### config.mk
export PLATFORM = sky130hd
export DESIGN_NAME = wdp_datapath
export DESIGN_NICKNAME = d
export VERILOG_FILES = /design/src/rtl/wdp_pkg.sv /design/src/rtl/wdp_datapath.sv
export SDC_FILE = /design/constraint.sdc
export NUM_CORES = 1
export LEC_CHECK = 0
export ABC_AREA = 1
export BUFFER_PORTS_ARGS = -buffer_cell sky130_fd_sc_hd__buf_4
export CAP_MARGIN = 10
export CORE_UTILIZATION = 40
export CTS_BUF_LIST = sky130_fd_sc_hd__clkbuf_8
export DETAILED_ROUTE_END_ITERATION = 6
export PLACE_DENSITY = 0.65
export SETUP_SLACK_MARGIN = 0.2
export SLEW_MARGIN = 40
export SYNTH_ARGS = -nofsm -noshare
export SYNTH_HDL_FRONTEND = slang
export SYNTH_SLANG_ARGS = --single-unit
### constraint.sdc
create_clock -name sys_clk_i -period 5.5 [get_ports sys_clk_i]
set_clock_uncertainty 0.1 [all_clocks]
set_input_delay 0.825 -clock sys_clk_i [delete_from_list [all_inputs] [get_ports sys_clk_i]]
set_output_delay 0.825 -clock sys_clk_i [all_outputs]
set_load 0.05 [all_outputs]
### src/rtl/wdp_pkg.sv
// package: shared types and constants for the word datapath
package wdp_pkg;

    // ==========================================================
    // widths and reset values
    localparam int WDP_DW = 16;
    localparam logic [15:0] WDP_IP_RST = 16'h0000;
    localparam logic [15:0] WDP_FLAGS_RST = 16'h0000;
    localparam logic [15:0] WDP_BASE_RST = 16'h0000;
    localparam logic [15:0] WDP_IP_STEP = 16'h0002;

    // ==========================================================
    // condition flag positions (flag 0 is the most significant bit)
    localparam int WDP_FLAG_LGT = 15;
    localparam int WDP_FLAG_AGT = 14;
    localparam int WDP_FLAG_EQ = 13;

    // ==========================================================
    // operations of the arithmetic unit
    typedef enum logic [2:0] {
        WDP_OP_ADD = 3'b000,
        WDP_OP_SUB = 3'b001,
        WDP_OP_AND = 3'b010,
        WDP_OP_OR = 3'b011,
        WDP_OP_XOR = 3'b100,
        WDP_OP_INV = 3'b101,
        WDP_OP_CMP = 3'b110
    } wdp_op_e;

    // one arithmetic step from the sequencer
    typedef struct packed {
        logic valid;
        wdp_op_e op;
        logic byte_mode;
        logic [15:0] src;
        logic [15:0] dst;
    } wdp_alu_req_s;

    // one operand memory access from the sequencer
    typedef struct packed {
        logic valid;
        logic use_reg;
        logic [3:0] reg_num;
        logic [15:0] byte_addr;
    } wdp_opnd_req_s;

endpackage : wdp_pkg

### src/rtl/wdp_datapath.sv
// module: word datapath, arithmetic unit, flags and instruction pointer
// Summary of operation
// - memory is even-addressed words, two bytes each
// - memory sees 15-bit word address plus a low-byte flag
// - byte ops touch register high byte only
// - unit adds, subtracts, ands, ors, xors, complements
// - separate comparator drives flag bits 0-2
// - byte ops use upper half, low kept
// - pointer counts by two, bit zero zero
// - fetch at pointer, then pointer plus two
// - jumps load pointer with new target
// - pointer, flags, base visible outside, beside result and instruction word
// - base bit zero zero, register at base+2n
`timescale 1ns/1ps
module wdp_datapath
    import wdp_pkg::*;
(
    // clock and reset
    input wire logic sys_clk_i,
    input wire logic rst_b_i,
    // sequencer requests
    input wire wdp_alu_req_s alu_req_i,
    input wire wdp_opnd_req_s opnd_req_i,
    input wire logic fetch_i,
    input wire logic ip_load_i,
    input wire logic [15:0] ip_target_i,
    input wire logic base_load_i,
    input wire logic [15:0] base_value_i,
    input wire logic flags_load_i,
    input wire logic [15:0] flags_value_i,
    // memory side
    input wire logic instr_valid_i,
    input wire logic [15:0] instr_data_i,
    output logic mem_rd_o,
    output logic mem_fetch_o,
    output logic [14:0] mem_word_addr_o,
    output logic mem_low_byte_o,
    // results and visible registers
    output logic [15:0] instr_word_o,
    output logic [15:0] result_o,
    output logic result_valid_o,
    output logic [15:0] instruction_pointer_o,
    output logic [15:0] condition_flags_register_o,
    output logic [15:0] memory_register_block_o
);

    // ==========================================================
    // helper functions

    // one arithmetic step on 16 bits
    function automatic logic [15:0] alu_calc(input wdp_op_e op, input logic [15:0] s,
                                             input logic [15:0] d);
        logic [15:0] r;
        r = d;
        case (op)
            WDP_OP_ADD: r = d + s;
            WDP_OP_SUB: r = d - s;
            WDP_OP_AND: r = d & s;
            WDP_OP_OR: r = d | s;
            WDP_OP_XOR: r = d ^ s;
            WDP_OP_INV: r = ~s;
            default: r = d;
        endcase
        return r;
    endfunction : alu_calc

    // logical greater, arithmetic greater, equal of x against y
    function automatic logic [2:0] cmp_flags(input logic [15:0] x, input logic [15:0] y);
        logic [2:0] f;
        f[2] = x > y;
        f[1] = $signed(x) > $signed(y);
        f[0] = x == y;
        return f;
    endfunction : cmp_flags

    // ==========================================================
    // registers
    logic [15:0] ip_q, ip_d;
    logic [15:0] flags_q, flags_d;
    logic [15:0] base_q, base_d;
    logic [15:0] instr_q;
    logic [15:0] result_q;
    logic result_valid_q;
    logic mem_rd_q, mem_fetch_q, mem_low_q;
    logic [14:0] mem_addr_q;

    // ==========================================================
    // arithmetic unit and comparator

    // byte ops run in the upper half only; masking both operands keeps a carry or
    // borrow out of the low bytes from reaching the upper result
    wire logic [15:0] byte_mask = alu_req_i.byte_mode ? 16'hFF00 : 16'hFFFF;
    wire logic [15:0] alu_full = alu_calc(alu_req_i.op, alu_req_i.src & byte_mask,
                                          alu_req_i.dst & byte_mask);
    wire logic [15:0] alu_res = alu_req_i.byte_mode ? {alu_full[15:8], alu_req_i.dst[7:0]}
                                                    : alu_full;
    // masking the low byte lets the word comparator serve byte ops unchanged
    wire logic [15:0] cmp_mask = alu_req_i.byte_mode ? 16'hFF00 : 16'hFFFF;
    wire logic is_cmp = alu_req_i.op == WDP_OP_CMP;
    wire logic [15:0] cmp_x = (is_cmp ? alu_req_i.src : alu_res) & cmp_mask;
    wire logic [15:0] cmp_y = is_cmp ? (alu_req_i.dst & cmp_mask) : 16'h0000;
    wire logic [2:0] cmp_res = cmp_flags(cmp_x, cmp_y);

    // ==========================================================
    // next values of the program-visible registers

    // a full load (context restore) outranks a comparator update
    always_comb begin
        flags_d = flags_q;
        if (flags_load_i) begin
            flags_d = flags_value_i;
        end else if (alu_req_i.valid) begin
            flags_d[WDP_FLAG_LGT] = cmp_res[2];
            flags_d[WDP_FLAG_AGT] = cmp_res[1];
            flags_d[WDP_FLAG_EQ] = cmp_res[0];
        end
    end

    // a branch target outranks the step of a fetch in the same cycle
    always_comb begin
        ip_d = ip_q;
        if (ip_load_i) begin
            ip_d = {ip_target_i[15:1], 1'b0};
        end else if (fetch_i) begin
            ip_d = ip_q + WDP_IP_STEP;
        end
    end

    // base pointer keeps bit zero clear so registers stay word aligned
    assign base_d = base_load_i ? {base_value_i[15:1], 1'b0} : base_q;

    // ==========================================================
    // memory address selection

    // workspace register n sits at base + 2n
    wire logic [15:0] reg_addr = base_q + {11'h000, opnd_req_i.reg_num, 1'b0};
    wire logic [15:0] opnd_addr = opnd_req_i.use_reg ? reg_addr : opnd_req_i.byte_addr;
    // fetch wins over an operand access; the sequencer retries the operand
    wire logic [15:0] next_addr = fetch_i ? ip_q : opnd_addr;
    wire logic next_rd = fetch_i | opnd_req_i.valid;

    // ==========================================================
    // clocked state
    always_ff @(posedge sys_clk_i) begin
        if (!rst_b_i) begin
            ip_q <= WDP_IP_RST;
            flags_q <= WDP_FLAGS_RST;
            base_q <= WDP_BASE_RST;
        end else begin
            ip_q <= ip_d;
            flags_q <= flags_d;
            base_q <= base_d;
        end
    end

    // memory request stage: the word address and the low-byte flag leave the block
    always_ff @(posedge sys_clk_i) begin
        if (!rst_b_i) begin
            mem_rd_q <= 1'b0;
            mem_fetch_q <= 1'b0;
            mem_addr_q <= 15'h0000;
            mem_low_q <= 1'b0;
        end else begin
            mem_rd_q <= next_rd;
            mem_fetch_q <= fetch_i;
            mem_addr_q <= next_addr[15:1];
            mem_low_q <= next_addr[0] & ~fetch_i;
        end
    end

    // instruction word and arithmetic result capture
    always_ff @(posedge sys_clk_i) begin
        if (!rst_b_i) begin
            instr_q <= 16'h0000;
            result_q <= 16'h0000;
            result_valid_q <= 1'b0;
        end else begin
            if (instr_valid_i) begin
                instr_q <= instr_data_i;
            end
            if (alu_req_i.valid && !is_cmp) begin
                result_q <= alu_res;
            end
            result_valid_q <= alu_req_i.valid & ~is_cmp;
        end
    end

    // ==========================================================
    // outputs: the three visible registers, plus instruction word, result and memory request stage
    assign instruction_pointer_o = ip_q;
    assign condition_flags_register_o = flags_q;
    assign memory_register_block_o = base_q;
    assign instr_word_o = instr_q;
    assign result_o = result_q;
    assign result_valid_o = result_valid_q;
    assign mem_rd_o = mem_rd_q;
    assign mem_fetch_o = mem_fetch_q;
    assign mem_word_addr_o = mem_addr_q;
    assign mem_low_byte_o = mem_low_q;
endmodule : wdp_datapath

== Word level (Yosys, flattened, before mapping) ==
Index checks and enable logic that the tools add are counted.

* Mux-type cells: 11
* $lt $le $gt $ge: 2
* Equality and inequality tests: 7
* Reduce and logical (&&, ||, !) cells: 6
* Add/subtract/negate cells: 4
* Bitwise gates (word level): 13

{| class="wikitable"
|+ Operators by type and width
! operator !! number
|-
| $mux 16 || 6
|-
| $pmux 16 s6 || 1
|-
| $and 16x16->16 || 4
|-
| $gt 16x16->1 || 2
|-
| $add 16x16->16 || 1
|-
| $add 16x2->16 const B || 1
|-
| $add 16x5->16 || 1
|-
| $eq 16x16->1 || 1
|-
| $mux 8 || 2
|-
| $not 16->16 || 1
|-
| $or 16x16->16 || 1
|-
| $sub 16x16->16 || 1
|-
| $xor 16x16->16 || 1
|-
| $eq 3x3->1 const B || 3
|-
| $eq 3x2->1 const B || 2
|-
| $mux 3 || 2
|-
| $reduce_bool 2->1 || 2
|-
| $eq 3x1->1 const B || 1
|-
| $logic_not 3->1 || 1
|-
| $not 1->1 || 3
|-
| $and 1x1->1 || 2
|-
| $reduce_or 2->1 || 1
|-
| $logic_and 1x1->1 || 1
|-
| $logic_not 1->1 || 1
|-
| $or 1x1->1 || 1
|}

* Logic and storage cells: 55
* Flip-flop bits (word level): 98
* Output and inout port bits: 99
* Bits of input ports: 130

== Logic depth before layout (Yosys ltp) ==
* Word-level depth: 10
* Gate-level depth with buffers: 32
* Mapped depth without buffers: 31

== Least setup slack after synthesis ==
OpenSTA, ideal clock, no wires.

* Path type: input to register
* Start point: input alu_req_i[32] (netlist bit)
* End point: register flags_q[14], in the netlist condition_flags_register_o[14]
* Required time: 5.330 ns
* Cell stages on the path: 27
* Data arrival time: 3.830 ns
* Path buffers: 0
* Setup slack: 1.500 ns
* Path through: inv_2 nand2_1 ha_1 nand4_2 nor3_4 nor2_2 xor2_1 inv_1 ha_1 a21oi_1 nand2_1 nand2_1 nand2_1 a21oi_1 nand3_1 nand3_2 nand3_1 nand2_1 nand2_1 ha_1 a21oi_1 o21ai_0 nor2_1 nand2_1 nand2_1 nand3_1 a21oi_1

* Longest elaborated chain between the ends: 10
* Elaborated cells on any way between the ends: 17

{| class="wikitable"
|+ Ends and longest elaborated chain
! element !! line !! source
|-
| from (decl) || wdp_datapath.sv:22 || <nowiki>input wire wdp_alu_req_s alu_req_i,</nowiki>
|-
| $mux 8 || wdp_datapath.sv:92, wdp_datapath.sv:98 ||
|-
| $and 16x16->16, on equally long branches || wdp_datapath.sv:94, wdp_datapath.sv:101, wdp_datapath.sv:93 ||
|-
| $sub 16x16->16, or another cell as far along || wdp_datapath.sv:57 || <nowiki>WDP_OP_SUB: r = d - s;</nowiki>
|-
| $pmux 16 s6 || wdp_datapath.sv:55 || <nowiki>case (op)</nowiki>
|-
| $mux 8 || wdp_datapath.sv:95 || <nowiki>wire logic [15:0] alu_res = alu_req_i.byte_mode ? {alu_full[15:8], alu_req_i.dst[7:0]}</nowiki>
|-
| $mux 16 || wdp_datapath.sv:100 || <nowiki>wire logic [15:0] cmp_x = (is_cmp ? alu_req_i.src : alu_res) & cmp_mask;</nowiki>
|-
| $and 16x16->16 || wdp_datapath.sv:100 ||
|-
| $gt 16x16->1 * || wdp_datapath.sv:71 || <nowiki>f[1] = $signed(x) > $signed(y);</nowiki>
|-
| $mux 3 * || wdp_datapath.sv:112 || <nowiki>end else if (alu_req_i.valid) begin</nowiki>
|-
| $mux 3 * || wdp_datapath.sv:110 || <nowiki>if (flags_load_i) begin</nowiki>
|-
| to (signal assigned) || wdp_datapath.sv:151 || <nowiki>flags_q <= flags_d;</nowiki>
|-
| to (decl) || wdp_datapath.sv:79 || <nowiki>logic [15:0] flags_q, flags_d;</nowiki>
|}

Mark *: on every way between the ends. The rest lies on a longest branch, timed or not. The select of a mux whose other input is x is not followed.
A chain may end at the register's enable or synchronous reset.

== Final worst setup path ==
Ends and elaborated chain as after synthesis.

==> flow_metrics.env <==
export IMPL_postSynth_asyncResetShare_pct=0
export IMPL_worst_path_most_repeated_cell="sky130_fd_sc_hd__nand2_1"
export IMPL_route_vias_total=7988
export IMPL_die_w_um=137
export IMPL_nNetsFinal=1499
export IMPL_hold_class="reg2reg"
export IMPL_cts_hold_buffers_added=0
export IMPL_area_delta_synth_final_pct=27.3
export IMPL_final_setup_tns_ns=0
export IMPL_layout_cells_most_common_list="228 x sky130_fd_sc_hd__buf_4, 205 x sky130_fd_sc_hd__nand2_1, 144 x sky130_fd_sc_hd__nor2_1"
export IMPL_worst_path_max_delay_cell="sky130_fd_sc_hd__ha_1"
export IMPL_antenna_diode_count=0
export IMPL_placeableCoreArea_um2=17500
export IMPL_static_leakage_power_nw=4.65
export IMPL_buffer_ports_inserted=224
export IMPL_detail_route_antenna_nets=0
export IMPL_floorplan_rows=48
export IMPL_worst_setup_path_type="in2reg"
export IMPL_cp_start_kind="primary input"
export IMPL_total_number_of_clock_tree_sinks=97
export IMPL_fin_crit_ns=4.55
export IMPL_insertion_delay_ns=0.38
export IMPL_fraction_of_final_layout_cells_sized_beyond_drive_strength_1_pct=21.2
export IMPL_h_tree_depth=3
export IMPL_timing_final_hold_violations=0
export IMPL_seq_area_frac_synth_pct=26.8
export IMPL_fill_cell_instance_count_of_the_final_layout=1802
export IMPL_critPathMaxFanout=15
export IMPL_initial_antenna_violation_count=0
export IMPL_synth_seq_cells=97
export IMPL_powerDensity_nw_per_um2=223
export IMPL_synth_cell_area_um2=7250
export IMPL_dr_first_iter_drc_count=382
export IMPL_utilization_of_the_core_after_routing_pct=52.8
export IMPL_detailedRoute_firstPassIterationCount=5
export IMPL_rsz0062_at_grt="false"
export IMPL_maxCapViolCount=0
export IMPL_hpwl_after_dpl_mm=19.2
export IMPL_cts_buffers_inserted=9
export IMPL_maxClockFrequency_ghz=0.220
export IMPL_detail_route_vias_per_cell=5.22
export IMPL_cts_root_buffer_cell="sky130_fd_sc_hd__clkbuf_8"
export IMPL_floorplan_io_pins=229
export IMPL_r2r_cells=11
export IMPL_via_count_of_the_first_global_routing_pass=7109
export IMPL_run_status="finished, final reports clean"
export IMPL_floorplan_die_height_um=137
export IMPL_yosys_warnings=0
export IMPL_critPathCaptureType="register"
export IMPL_worst_endpoint_arrival_ns=4.67
export IMPL_timing_final_setup_violations=0
export IMPL_route_detailed_wl_per_inst_um=15.9
export IMPL_post_synth_num_cell_types=50
export IMPL_design_die_area_um2=18700
export IMPL_ir_worst_vdd_uv=203
export IMPL_synthCells=1101
export IMPL_gr_total_overflow=0
export IMPL_routed_wirelength_mm=24.4
export IMPL_drc=0
export IMPL_grt_first_pass_wirelength_mm=37.3
export IMPL_postSynthAreaPerCell_um2=6.59
export IMPL_synth_ff_type="sky130_fd_sc_hd__dfxtp_1"
export IMPL_post_cts_repair_setup_buffers=0
export IMPL_final_max_slew_violation_count=0
export IMPL_synth_edf_count=0
export IMPL_max_clock_path_buffers=2
export IMPL_timing_hold_ws_ns=0.403
export IMPL_track_usage_pct=25.8
export IMPL_yosysTopAreaCellShare_pct=26.8
export IMPL_worst_slew_pin_tran_ns=0.801
export IMPL_fin_crit_sh_pct=82.7
export IMPL_post_cts_resized_instances=0
export IMPL_grt_start_max_net_pins=76
export IMPL_tritoncts="yes"
export IMPL_synthDominantAreaCellType="sky130_fd_sc_hd__dfxtp_1"
export IMPL_clkTransAtPathRegs_ns=0.10
export IMPL_timing_critical_path_slowest_cell_delay_ns=0.34
export IMPL_globalplace_congestion=0.922
export IMPL_yosys_top_cells_area="sky130_fd_sc_hd__dfxtp_1 27%, sky130_fd_sc_hd__ha_1 12%, sky130_fd_sc_hd__nand2_1 11%"
export IMPL_required_ns=5.63
export IMPL_initial_core_util_pct=41.5
export IMPL_timing_hold_worst_path_depth=2
export IMPL_slew_headroom_pct=46.5
export IMPL_leading_cell_type_in_the_layout_fill_and_taps_excluded="sky130_fd_sc_hd__buf_4"
[routing by layer]
layer	global-route usage [%]	part of all wire (%)
met1	32.3	43
met3	5.30	7.2
met4	9.14	2.8
met5	0	0
met2	43.4	47
[state kept, by name, summed over array words and instances, names as in the netlist]
register                    count
memory_register_block_o        15
instruction_pointer_o          15
result_o                       16
mem_fetch_o                     1
mem_low_byte_o                  1
result_valid_o                  1
condition_flags_register_o     16
instr_word_o                   16
mem_rd_o                        1
mem_word_addr_o                15
[per-stage QoR]
| step | setup WS [ns] | total power [mW] | instance area, um2 | instances |
|---|---|---|---|---|
| after CTS | 1.04 | 2.07 | 9230 | 1529 |
| after detailed placement | 0.645 | 1.64 | 9060 | 1513 |
| after floorplan | 1.50 | 1.36 | 7260 | 1102 |
| after global placement | 0.697 | 1.63 | 9060 | 1513 |
| after global routing | 0.603 | 2.19 | 9230 | 1529 |
| final | 0.953 | 2.06 | 9230 | 1529 |
[area by class of cell]
cell class / instances / area (um2) / share of cell area (%)
multi-input combinational: 834 / 4640 / 50.2
clock inverter: 7 / 48.8 / 0.529
inverter: 129 / 489 / 5.30
tap: 225 / 282 / 3.05
sequential: 97 / 1940 / 21.0
clock buffer: 9 / 124 / 1.34
timing repair buffer: 228 / 1710 / 18.5
[report_power, final]
group / internal (mW) / switching (mW)
registers: 0.754 / 0.0384
clock network: 0.164 / 0.264
logic: 0.288 / 0.547
[cell families after synthesis]
family | synth area share, %
compound gates | 20.0
other cells | 0.0517
buf+inv | 9.35
fa+ha+maj | 12.3
flops | 26.8
xor+xnor | 3.50
simple gates | 28.0
[Yosys cell counts (all sizes together), types with 2 or more instances]
cell	instances
a31oi	10
nand3b	7
inv	128
nand2	210
nor3	9
clkbuf	24
o22ai	3
o221ai	3
xor2	25
dfxtp	97
o2111ai	2
fa	2
a221oi	6
nand4	14
nor2	148
o21ai	129
o211ai	3
nand3	74
buf	18
a21oi	93
a211oi	3
a22oi	5
o21bai	4
or2	4
ha	68
xnor2	4
[path summary, 6_finish.rpt]
path                                                  endpoint                        start  slack, ns
worst max register to register             mem_word_addr_o[14]   memory_register_block_o[1]       3.18
worst max-delay path            condition_flags_register_o[14]                alu_req_i[32]       0.95
worst min register to register     memory_register_block_o[11]  memory_register_block_o[11]       0.40
worst min-delay path               memory_register_block_o[11]  memory_register_block_o[11]       0.40
[critical path: cells and delay by family]
kind | cells | cell delay [ns]
fa+ha+maj | 2 | 0.66
buf+inv | 4 | 0.60
xor+xnor | 1 | 0.16
compound gates | 4 | 0.51
simple gates | 16 | 1.88
(Power assumes the default switching activity.)
